**config.mk**
```make
export PLATFORM = sky130hd
export DESIGN_NAME = lcr_regs
export DESIGN_NICKNAME = d
export VERILOG_FILES = /design/src/design/lcr_pkg.sv /design/src/design/lcr_regs.sv /design/src/design/lcr_sync.sv
export VERILOG_INCLUDE_DIRS = /design/src /design/src/design
export SDC_FILE = /design/constraint.sdc
export NUM_CORES = 1
export LEC_CHECK = 0
export ABC_CLOCK_PERIOD_IN_PS = 11180
export BUFFER_PORTS_ARGS = -buffer_cell sky130_fd_sc_hd__clkbuf_2
export CORE_MARGIN = 10
export CORE_UTILIZATION = 60
export DETAILED_ROUTE_END_ITERATION = 8
export GPL_TIMING_DRIVEN = 1
export PLACE_DENSITY_LB_ADDON = 0.05
export SLEW_MARGIN = 10
export SYNTH_ARGS = -nofsm -noshare
export SYNTH_HDL_FRONTEND = slang
export SYNTH_SLANG_ARGS = --single-unit
export TNS_END_PERCENT = 1
```
**constraint.sdc**
```tcl
create_clock -name clock_i -period 11.18 [get_ports clock_i]
set_input_delay 0 -clock clock_i [delete_from_list [all_inputs] [get_ports clock_i]]
set_output_delay 0 -clock clock_i [all_outputs]
set_load 0.02 [all_outputs]
```
**src/design/lcr_params.svh**
```systemverilog
`ifndef LCR_PARAMS_SVH
`define LCR_PARAMS_SVH

// Primary bank offsets
`define LCR_OFS_AUTO_ALL_ONES 8'h0e
`define LCR_OFS_GLOBAL_CFG 8'h0f
`define LCR_OFS_TMPL_POINTER 8'h10
`define LCR_OFS_TMPL_SELECT 8'h11
`define LCR_OFS_DRIVER_HIZ 8'h12
`define LCR_OFS_AIS_STATUS 8'h13
`define LCR_OFS_AIS_MASK 8'h14
`define LCR_OFS_AIS_EVENT 8'h15
`define LCR_OFS_BANK_POINTER 8'h1f

// Expanded bank offsets
`define LCR_XOFS_SINGLE_RAIL 8'h00

// Bank pointer codes
`define LCR_BANK_PRIMARY 8'h00
`define LCR_BANK_EXPANDED 8'haa

// Global configuration field positions
`define LCR_GCF_AIS_INSERT 6
`define LCR_GCF_PROTECT_OFF 5
`define LCR_GCF_CODING 4
`define LCR_GCF_DEPTH 3
`define LCR_GCF_BANDWIDTH 2
`define LCR_GCF_PATH_HI 1
`define LCR_GCF_PATH_LO 0
`define LCR_GCF_USED_MASK 8'h7f

// Jitter path codes
`define LCR_PATH_TRANSMIT 2'h1
`define LCR_PATH_RECEIVE 2'h3

// Template pointer and code widths
`define LCR_PTR_MASK 8'h07
`define LCR_TMPL_MASK 8'h07

// Reset values
`define LCR_RST_BYTE 8'h00
`define LCR_RST_TMPL 3'h0

`endif

```
**src/design/lcr_pkg.sv**
```systemverilog
`default_nettype none
package lcr_pkg;

  typedef struct packed {
    logic wr;
    logic rd;
    logic [7:0] addr;
    logic [7:0] wdata;
  } lcr_host_req_type;

  typedef struct packed {
    logic [7:0] loss;
    logic [7:0] alarm_indication_status;
    logic [7:0] tdn;
  } lcr_pins_type;

  typedef struct packed {
    logic short_protect_en;
    logic ami_global;
    logic depth64;
    logic bw_high;
    logic path_transmit;
    logic path_receive;
  } lcr_global_out_type;

  typedef struct packed {
    lcr_pins_type s1;
    lcr_pins_type s2;
  } lcr_sync_state_type;

  typedef struct packed {
    logic [7:0] auto_all_ones;
    logic [7:0] global_configuration;
    logic [2:0] tmpl_ptr;
    logic [7:0][2:0] tmpl;
    logic [7:0] hiz;
    logic [7:0] ais_status;
    logic [7:0] ais_mask;
    logic [7:0] ais_event;
    logic [7:0] bank;
    logic bank_exp;
    logic [7:0] single_force;
    logic [7:0] rdata;
    logic [7:0] send_all_ones;
    logic [7:0] insert_ais;
    logic [7:0] single_rail;
    logic [7:0] ami;
    lcr_global_out_type glob;
  } lcr_state_type;

endpackage
`default_nettype wire

```
**src/design/lcr_regs.sv**
```systemverilog
// Functional notes
// (RQ1) Auto all-ones per channel during signal loss
// (RQ2) Global bit inserts alarm signal on loss
// (RQ3) Protection on while disable bit zero
// (RQ4) Coding bit: zero line code, one AMI
// (RQ5) Depth bit: 32 or 64 bit store
// (RQ6) Bandwidth bit picks low or high corner
// (RQ7) Path 01 transmit, 11 receive, else unused
// (RQ8) Pointer picks channel for template accesses
// (RQ9) Template code selects pulse shape per channel
// (RQ10) Output control bit sets driver high impedance
// (RQ11) Status shows alarm detected per channel
// (RQ12) Mask bit allows alarm interrupt for channel
// (RQ13) Event set on any masked status transition
// (RQ14) Status read clears events; events reset zero
// (RQ15) Power-up or 00 selects primary bank
// (RQ16) Pointer AA maps addresses to expanded bank
// (RQ17) Force clear: transmit pin chooses rail mode
// (RQ18) Force set with recovery on: single rail
// (RQ19) Per-channel coding only single rail, recovery on
// (RQ20) Bit n belongs to channel n
// (RQ21) Host writes zero to reserved bits
`timescale 1ns/1ps
`default_nettype none
`include "lcr_params.svh"

module lcr_regs
  import lcr_pkg::*;
(
  // Clock and reset
  input wire logic clock_i,
  input wire logic rst_i,
  // Host register port
  input var lcr_host_req_type host_i,
  output logic [7:0] rdata_o,
  // Line pins and per-channel detector levels
  input wire logic [7:0] signal_loss_i,
  input wire logic [7:0] alarm_detect_i,
  input wire logic [7:0] negative_data_transmit_pin_i,
  // Settings held elsewhere in the expanded bank
  input wire logic [7:0] recovery_disable_bit_i,
  input wire logic [7:0] channel_ami_select_i,
  // Line control outputs
  output logic [7:0] send_all_ones_o,
  output logic [7:0] insert_ais_o,
  output logic [7:0] driver_hiz_o,
  output logic [23:0] template_code_o,
  output logic [7:0] single_rail_o,
  output logic [7:0] ami_coding_o,
  output var lcr_global_out_type global_o,
  output logic bank_expanded_o
);

  lcr_state_type r;
  lcr_state_type n;
  lcr_pins_type pins_raw;
  lcr_pins_type pins;

  logic expanded;
  logic wr_prim;
  logic wr_exp;
  logic rd_prim;
  logic rd_exp;
  logic status_read;
  logic [7:0] rd_mux;
  logic [7:0] edges;

  assign pins_raw.loss = signal_loss_i;
  assign pins_raw.alarm_indication_status = alarm_detect_i;
  assign pins_raw.tdn = negative_data_transmit_pin_i;

  lcr_sync lcr_sync_inst (
    .clock_i(clock_i),
    .rst_i(rst_i),
    .pins_i(pins_raw),
    .pins_o(pins)
  );

  // Anything but the expanded code keeps the primary bank
  assign expanded = r.bank_exp; // [RQ15] [RQ16]
  assign wr_prim = host_i.wr && !expanded;
  assign wr_exp = host_i.wr && expanded;
  assign rd_prim = host_i.rd && !expanded;
  assign rd_exp = host_i.rd && expanded;
  assign status_read = rd_prim && (host_i.addr == `LCR_OFS_AIS_STATUS);
  assign edges = pins.alarm_indication_status ^ r.ais_status;

  // Read data mux; unmapped addresses read zero
  always_comb
  begin
    rd_mux = 8'h00;
    if (rd_exp)
    begin
      if (host_i.addr == `LCR_XOFS_SINGLE_RAIL)
      begin
        rd_mux = r.single_force;
      end
      else if (host_i.addr == `LCR_OFS_BANK_POINTER)
      begin
        rd_mux = r.bank;
      end
    end
    else
    begin
      unique case (host_i.addr)
        `LCR_OFS_AUTO_ALL_ONES: rd_mux = r.auto_all_ones;
        `LCR_OFS_GLOBAL_CFG: rd_mux = r.global_configuration;
        `LCR_OFS_TMPL_POINTER: rd_mux = {5'h00, r.tmpl_ptr};
        `LCR_OFS_TMPL_SELECT: rd_mux = {5'h00, r.tmpl[r.tmpl_ptr]}; // [RQ8]
        `LCR_OFS_DRIVER_HIZ: rd_mux = r.hiz;
        `LCR_OFS_AIS_STATUS: rd_mux = r.ais_status; // [RQ11]
        `LCR_OFS_AIS_MASK: rd_mux = r.ais_mask;
        `LCR_OFS_AIS_EVENT: rd_mux = r.ais_event;
        `LCR_OFS_BANK_POINTER: rd_mux = r.bank;
        default: rd_mux = 8'h00;
      endcase
    end
  end

  always_comb
  begin
    n = r;

    // Bank pointer lives at the same address in both banks
    if (host_i.wr && host_i.addr == `LCR_OFS_BANK_POINTER)
    begin
      n.bank = host_i.wdata; // [RQ15] [RQ16]
    end
    // Decoded here so the bank flag leaves the block from a flop
    n.bank_exp = (n.bank == `LCR_BANK_EXPANDED); // [RQ15] [RQ16]

    if (wr_exp && host_i.addr == `LCR_XOFS_SINGLE_RAIL)
    begin
      n.single_force = host_i.wdata;
    end

    if (wr_prim)
    begin
      unique case (host_i.addr)
        `LCR_OFS_AUTO_ALL_ONES: n.auto_all_ones = host_i.wdata;
        // Reserved bits are dropped so they always read zero
        `LCR_OFS_GLOBAL_CFG: n.global_configuration = host_i.wdata & `LCR_GCF_USED_MASK;
        `LCR_OFS_TMPL_POINTER: n.tmpl_ptr = host_i.wdata[2:0]; // [RQ8]
        `LCR_OFS_TMPL_SELECT: n.tmpl[r.tmpl_ptr] = host_i.wdata[2:0]; // [RQ8]
        `LCR_OFS_DRIVER_HIZ: n.hiz = host_i.wdata; // [RQ10]
        `LCR_OFS_AIS_MASK: n.ais_mask = host_i.wdata; // [RQ12]
        default: n.ais_mask = r.ais_mask;
      endcase
    end

    // Status follows the synchronised detector level
    n.ais_status = pins.alarm_indication_status; // [RQ11]

    // Per channel: a masked transition sets, a status read clears,
    // and a set in the clearing cycle is kept
    for (int i = 0; i < 8; i++)
    begin
      if (status_read)
      begin
        n.ais_event[i] = 1'b0; // [RQ14]
      end
      if (edges[i] && r.ais_mask[i])
      begin
        n.ais_event[i] = 1'b1; // [RQ13] [RQ20]
      end
      n.send_all_ones[i] = r.auto_all_ones[i] && pins.loss[i]; // [RQ1]
      n.insert_ais[i] = r.global_configuration[`LCR_GCF_AIS_INSERT] && pins.loss[i]; // [RQ2]
      // A force with recovery disabled is not a legal single-rail
      // request, so the pin keeps control in that case
      if (r.single_force[i] && !recovery_disable_bit_i[i])
      begin
        n.single_rail[i] = 1'b1; // [RQ18]
      end
      else
      begin
        n.single_rail[i] = pins.tdn[i]; // [RQ17]
      end
      if (n.single_rail[i] && !recovery_disable_bit_i[i])
      begin
        n.ami[i] = channel_ami_select_i[i]; // [RQ19]
      end
      else
      begin
        n.ami[i] = r.global_configuration[`LCR_GCF_CODING]; // [RQ4]
      end
    end

    n.glob.short_protect_en = !r.global_configuration[`LCR_GCF_PROTECT_OFF]; // [RQ3]
    n.glob.ami_global = r.global_configuration[`LCR_GCF_CODING]; // [RQ4]
    n.glob.depth64 = r.global_configuration[`LCR_GCF_DEPTH]; // [RQ5]
    n.glob.bw_high = r.global_configuration[`LCR_GCF_BANDWIDTH]; // [RQ6]
    n.glob.path_transmit = (r.global_configuration[`LCR_GCF_PATH_HI:`LCR_GCF_PATH_LO]
                            == `LCR_PATH_TRANSMIT); // [RQ7]
    n.glob.path_receive = (r.global_configuration[`LCR_GCF_PATH_HI:`LCR_GCF_PATH_LO]
                           == `LCR_PATH_RECEIVE); // [RQ7]

    if (host_i.rd)
    begin
      n.rdata = rd_mux;
    end
  end

  always_ff @(posedge clock_i or posedge rst_i)
  begin
    if (rst_i)
    begin
      r <= '0;
      r.glob.short_protect_en <= 1'b1; // [RQ3]
    end
    else
    begin
      r <= n;
    end
  end

  assign rdata_o = r.rdata;
  assign send_all_ones_o = r.send_all_ones;
  assign insert_ais_o = r.insert_ais;
  assign driver_hiz_o = r.hiz;
  assign template_code_o = r.tmpl; // [RQ9]
  assign single_rail_o = r.single_rail;
  assign ami_coding_o = r.ami;
  assign global_o = r.glob;
  assign bank_expanded_o = r.bank_exp;

endmodule

`default_nettype wire

```
**src/design/lcr_sync.sv**
```systemverilog
`timescale 1ns/1ps
`default_nettype none

module lcr_sync
  import lcr_pkg::*;
(
  // Clock and reset
  input wire logic clock_i,
  input wire logic rst_i,
  // Pins from outside the clock domain
  input var lcr_pins_type pins_i,
  // Synchronised levels
  output var lcr_pins_type pins_o
);

  lcr_sync_state_type r;
  lcr_sync_state_type n;

  // First stage feeds only the second stage
  always_comb
  begin
    n.s1 = pins_i;
    n.s2 = r.s1;
  end

  always_ff @(posedge clock_i or posedge rst_i)
  begin
    if (rst_i)
    begin
      r <= '0;
    end
    else
    begin
      r <= n;
    end
  end

  assign pins_o = r.s2;

endmodule

`default_nettype wire

```
==> impl_metrics.yaml, run 1 <==
outcome:
  status: "finished, final reports clean"
power_and_ir_drop:
  comb_power_share: 0.079
  power.internal_mw: 1.14
  p_sw_frac: 0.228
  total_power_mw: 1.48
  pwr-share-seq: 0.493
  power_density_nw_per_um2: 160
  ir_worst_vdd_v: 0.000174
  p_switching_uw: 338
  power_leakage_nw: 4.58
  clockPowerShare: 0.429
route:
  viasPerCell: 5.51
  ant_nets: 0
  vias: 4878
  totalWireLength_um: 17800
  first_iter_violations: 393
  wl_per_cell_um: 20.1
  drc: 0
  dr.pass1.iters: 5
layout:
  syn_to_final_growth_pct: 18.1
  final_util: 0.729
  nNetsFinal: 761
  diodes: 0
  stdcell_count: 886
  drive_above_1_share: 0.398
  fillCellCount: 887
synthesis:
  synth_flop_cell: "dfrtp_1"
  yosysTopAreaCellShare: 0.586
  synth_area_um2: 7850
  netlist_top_cells_count: "dfrtp_1, mux2_2, buf_4, nand2_1, a22oi_1"
  async_flop_share: 1.00
  synth_edf_count: 0
  yosys_register_bits: 185
  synth_nets: 647
  postSynthCellCount: 587
  yosys.cell_types.count: 56
  syn_area_per_cell_um2: 13.4
  synthTopCellsByArea: "dfrtp_1, mux2_2, buf_4, a22oi_1, and2_1"
  synth-seq-area-share: 0.590
  yosysMostFrequentCell: "dfrtp_1"
  yosysWarnings: 0
  synth_area_leader_cell: "dfrtp_1"
global_routing:
  grt_pass1_wl_um: 28800
  grt_usage: 0.204
  grt_overflow_total: 0
  grt_max_degree: 114
  first_global_vias: 5206
  antenna_found_initial: 0
floorplanning:
  num_rows: 41
  core_area_um2: 12700
  io_pins: 139
  die_area_um2: 18100
  initial_utilization: 0.617
  die_w_um: 134
  die_h_um: 134
cts:
  clk_latency_ns: 0.43
  numCtsBuffers: 17
  postCtsSetupRepairBufs: 0
  cts_sinks: 185
  cts.clk_slew.worst_paths_ns: 0.06
  clockBufferDepth: 2
  cts_tree: "yes"
  cts_htree_levels: 4
  cts-root-buf: "clkbuf_16"
timing:
  report.final.hold_viol_count: 0
  post-route-min-period_ns: 2.27
  clock_skew_ns: 0.00893
  tightest_slew_ns: 0.968
  rsz0062_at_grt: "no"
  timing.fmax_mhz: 441
  finalSetupViolations: 0
  relSlewSlack: 0.355
  slew_violations: 0
  post-route-period-util: 0.203
  tns_ns: 0
worst_setup_path:
  crit_start: "r[121]"
  r2r_start: "r[121]"
  path_max_fanout: 14
  r2r_end: "rdata_o[0]"
  rr_worst_depth: 5
  rrSetupSlack_ns: 8.91
  cp.arrival_ns: 2.59
  cp-endpoint: "rdata_o[0]"
  worst_ep_required_time_ns: 11.50
  worst-setup-path-type: "flop to flop"
  startpoint_type: "flop"
  critPathCaptureType: "flop"
place:
  dpl.cell_count: 800
  portBuffers: 138
  place.gp.congestion: 0.896
  hpwlAfterDp_um: 12300
job:
  maxCapViolCount: 0
hold_path:
  hp-class: "input pin to flop"
-- registers in the layout, summed over array words and instances (netlist names) --
name,cells
single_rail_o,8
rdata_o,8
driver_hiz_o,8
r,55
ami_coding_o,8
lcr_sync_inst.n,24
template_code_o,24
lcr_sync_inst.pins_o,24
bank_expanded_o,1
global_o,6
n,3
send_all_ones_o,8
insert_ais_o,8
-- cells by family (layout without fill, tap and decap cells) --
family	count (synthesis)	after routing	synth area share
AOI/OAI and AO/OA	78	78	0.0744
buffers and inverters	113	240	0.0930
and+or+nand+nor	102	102	0.0838
xor gates and xnor gates	8	8	0.00892
muxes	101	101	0.150
DFF	185	185	0.590
-- placed cells by master, fill, tap and decap left out, drive strengths merged, types with 3 or more instances in the layout --
master,count
dfrtp,184
clkbuf,157
mux2,95
dlygate4sd3,54
nand2,29
a22oi,19
and2,19
inv,16
a21o,9
a22o,9
xor2,8
a21oi,7
nand3,7
nor2b,6
nor3,6
and3,5
nor2,5
o22ai,5
o21ai,4
mux4,4
bufinv,4
nor3b,4
nand4,4
clkinv,4
nand2b,3
a2bb2oi,3
a211oi,3
nor4bb,3
a221oi,3
o221ai,3
clkinvlp,3
nor4b,3
nor4,3
-- what timing repair did --
action	4_1_cts	5_1_grt
hold endpoints to repair	180	0
setup endpoints to repair	0	0
resized for setup	0	0
hold buffers	54	0
-- cell type report --
| class | instances | area (µm²) | share of cell area |
|---|---|---|---|
| sequential | 185 | 4630 | 0.499 |
| multi-input combinational | 289 | 2490 | 0.269 |
| timing repair buffer | 194 | 1250 | 0.134 |
| clock buffer | 19 | 443 | 0.0478 |
| tap | 172 | 215 | 0.0232 |
| clock inverter | 13 | 190 | 0.0205 |
| inverter | 14 | 57.6 | 0.00621 |
-- how the worst min path moves through the flow --
stage | startpoint | end | slack [ns] | depth (start not counted)
floorplan | negative_data_transmit_pin_i[0] | lcr_sync_inst.n[0] | 0.03 | 0
global placement | signal_loss_i[0] | lcr_sync_inst.n[16] | 0.11 | 1
detailed placement | alarm_detect_i[1] | lcr_sync_inst.n[9] | 0.11 | 1
CTS | host_i[16] | rdata_o[7] | 0.02 | 3
global route | host_i[16] | rdata_o[3] | 0.08 | 4
finish | host_i[16] | rdata_o[3] | 0.03 | 4
-- through the flow --
step	hold slack (ns)	setup WS, ns	area (µm²)
floorplan	0.0314	6.15	7850
global placement	0.108	8.92	8100
detailed placement	0.110	8.87	8100
CTS	0.0217	8.88	9280
global route	0.0762	8.80	9280
finish	0.0258	8.91	9280
-- layer usage --
metal	global-route usage	wire, µm	vias to the layer above
met3	0.0571	1040	18
met1	0.251	7450	2460
met4	0.0665	231	0
li1	-	-	2235
met2	0.339	9080	165
met5	0	0	-
-- power by group through the flow --
| stage | clock, mW | sequential (mW) | combinational [mW] |
|---|---|---|---|
| CTS | 0.644 | 0.729 | 0.118 |
| global route | 0.674 | 0.733 | 0.128 |
| floorplan | 0 | 0.731 | 0.0805 |
| finish | 0.634 | 0.729 | 0.117 |
| global placement | 0 | 0.739 | 0.0985 |
| detailed placement | 0 | 0.741 | 0.101 |
-- worst max-delay path, stage by stage, from the launching register on --
cell and delay [ns]:
dfrtp_1 0.66, mux2_2 0.39, a22o_1 0.22, a2111oi_0 0.53
nor3_1 0.10, a211o_1 0.25
Power figures use the tool's default switching activity.
==> run 2: changes to the inputs <==
--- a/config.mk
+++ b/config.mk
@@ -6,10 +6,10 @@
 export SDC_FILE = /design/constraint.sdc
 export NUM_CORES = 1
 export LEC_CHECK = 0
-export ABC_CLOCK_PERIOD_IN_PS = 11180
+export ABC_CLOCK_PERIOD_IN_PS = 2120
 export BUFFER_PORTS_ARGS = -buffer_cell sky130_fd_sc_hd__clkbuf_2
 export CORE_MARGIN = 10
-export CORE_UTILIZATION = 60
+export CORE_UTILIZATION = 56
 export DETAILED_ROUTE_END_ITERATION = 8
 export GPL_TIMING_DRIVEN = 1
 export PLACE_DENSITY_LB_ADDON = 0.05
==> constraint.sdc (replaced) <==
create_clock -name clock_i -period 2.12 [get_ports clock_i]
set_input_delay 0 -clock clock_i [delete_from_list [all_inputs] [get_ports clock_i]]
set_output_delay 0 -clock clock_i [all_outputs]
set_load 0.02 [all_outputs]
==> impl_metrics.yaml, run 2 (same netlist as run 1, synthesis figures left out) <==
layout:
  nNetsFinal: 788
  largest_register_ffs: 55
  diodes: 0
  multi_input_comb_area_um2: 2490
  stdcell_count: 920
  regArea_um2: 4630
  final_util: 0.689
  final_common_cell: "dfrtp_1"
  fillCellCount: 995
  largest_register: "r"
  syn_to_final_growth_pct: 21.3
  layout_common_cells: "dfrtp_1, clkbuf_2, mux2_2"
  drive_above_1_share: 0.416
cts:
  numCtsBuffers: 17
  cts.clk_slew.worst_paths_ns: 0.06
  clk_latency_ns: 0.43
  post_cts_resize_count: 0
  postCtsSetupRepairBufs: 0
  cts-root-buf: "clkbuf_16"
  ctsHoldBuffers: 55
  cts_htree_levels: 4
  clockBufferDepth: 2
  cts_sinks: 185
  cts_tree: "yes"
job:
  maxCapViolCount: 0
timing:
  finalSetupViolations: 0
  fin_ws_ns: 0.210
  relSlewSlack: 0.617
  post-route-min-period_ns: 1.91
  hold_ws_ns: 0.0336
  post-route-period-util: 0.901
  slew_violations: 0
  clock_skew_ns: 0.00766
  timing.fmax_mhz: 524
  report.final.hold_viol_count: 0
  tightest_slew_ns: 0.573
  rsz0062_at_grt: "no"
worst_setup_path:
  worst-setup-path-type: "flop to flop"
  path_max_fanout: 6
  startpoint_type: "flop"
  critPathCaptureType: "flop"
  worst_ep_required_time_ns: 2.43
  cp.arrival_ns: 2.22
global_routing:
  grt_usage: 0.195
  first_global_vias: 5431
  antenna_found_initial: 1
  grt_pass1_wl_um: 29600
  grt_max_degree: 83
  grt_overflow_total: 0
floorplanning:
  die_h_um: 138
  core_area_um2: 13800
  die_w_um: 138
  die_area_um2: 19200
  io_pins: 139
  num_rows: 43
  initial_utilization: 0.568
power_and_ir_drop:
  power.internal_mw: 6.15
  clockPowerShare: 0.436
  ir_worst_vdd_v: 0.000563
  power_leakage_nw: 4.73
  p_sw_frac: 0.226
  p_switching_mw: 1.80
  pwr-share-seq: 0.481
  power_density_nw_per_um2: 834
  comb_power_share: 0.083
place:
  place.gp.congestion: 0.892
  pre_cts_slack_ns: 0.187
  dpl.cell_count: 834
  portBuffers: 138
  hpwlAfterDp_um: 13300
route:
  vias: 4968
  wl_per_cell_um: 20.0
  ant_nets: 0
  drc: 0
  first_iter_violations: 318
  viasPerCell: 5.40
  dr.pass1.iters: 5
  totalWireLength_um: 18400
outcome:
  status: "finished, final reports clean"
hold_path:
  hp-class: "input pin to flop"
run 2: final cells by class:
class	count	area share
Multi-Input combinational cell	289	0.262
Tap cell	180	0.0236
Clock buffer	19	0.0454
Clock inverter	12	0.0225
Timing Repair Buffer	221	0.155
Sequential cell	185	0.486
Inverter	14	0.00591
run 2: worst paths after layout:
kind | startpoint | end | slack (ns) | cells after the start
setup / recovery | r[121] | rdata_o[0] | 0.21 | 5
hold / removal | host_i[16] | rdata_o[6] | 0.03 | 4
setup reg to reg | r[121] | rdata_o[0] | 0.21 | 5
hold reg to reg | lcr_sync_inst.n[2] | lcr_sync_inst.pins_o[2] | 0.35 | 0
max in group asynchronous | rst_i | global_o[5] | 1.46 | 4
min in group asynchronous | rst_i | lcr_sync_inst.pins_o[22] | 0.24 | 4
run 2: power by group through the flow:
| stage | registers [mW] | logic (mW) | clock network [mW] |
|---|---|---|---|
| 2_1_floorplan | 3.85 | 0.425 | 0 |
| 3_3_place_gp | 3.88 | 0.570 | 0 |
| 3_5_place_dp | 3.89 | 0.579 | 0 |
| 4_1_cts | 3.83 | 0.668 | 3.53 |
| 5_1_grt | 3.84 | 0.722 | 3.68 |
| 6_report | 3.83 | 0.659 | 3.46 |
run 2: per-stage QoR:
stage / power, mW / cell area, µm² / TNS (ns)
final: 7.94 / 9530 / 0
after floorplan: 4.28 / 7860 / -47.42
after global routing: 8.24 / 9530 / 0
after CTS: 8.02 / 9530 / 0
after global placement: 4.45 / 8330 / 0
after detailed placement: 4.47 / 8330 / 0
run 2: critical path, stage by stage, from the launching register on:
cell and delay (ns):
dfrtp_1 0.45, mux2_2 0.36, a22o_1 0.22, a2111oi_0 0.43, nor3_1 0.09, a211o_1 0.24
run 2: routing by layer:
metal / up-vias / wire length [µm] / track usage
met5: - / 0 / 0
met4: 0 / 258 / 0.0616
met3: 19 / 1050 / 0.0531
met2: 138 / 9400 / 0.329
met1: 2525 / 7730 / 0.238
li1: 2286 / - / -
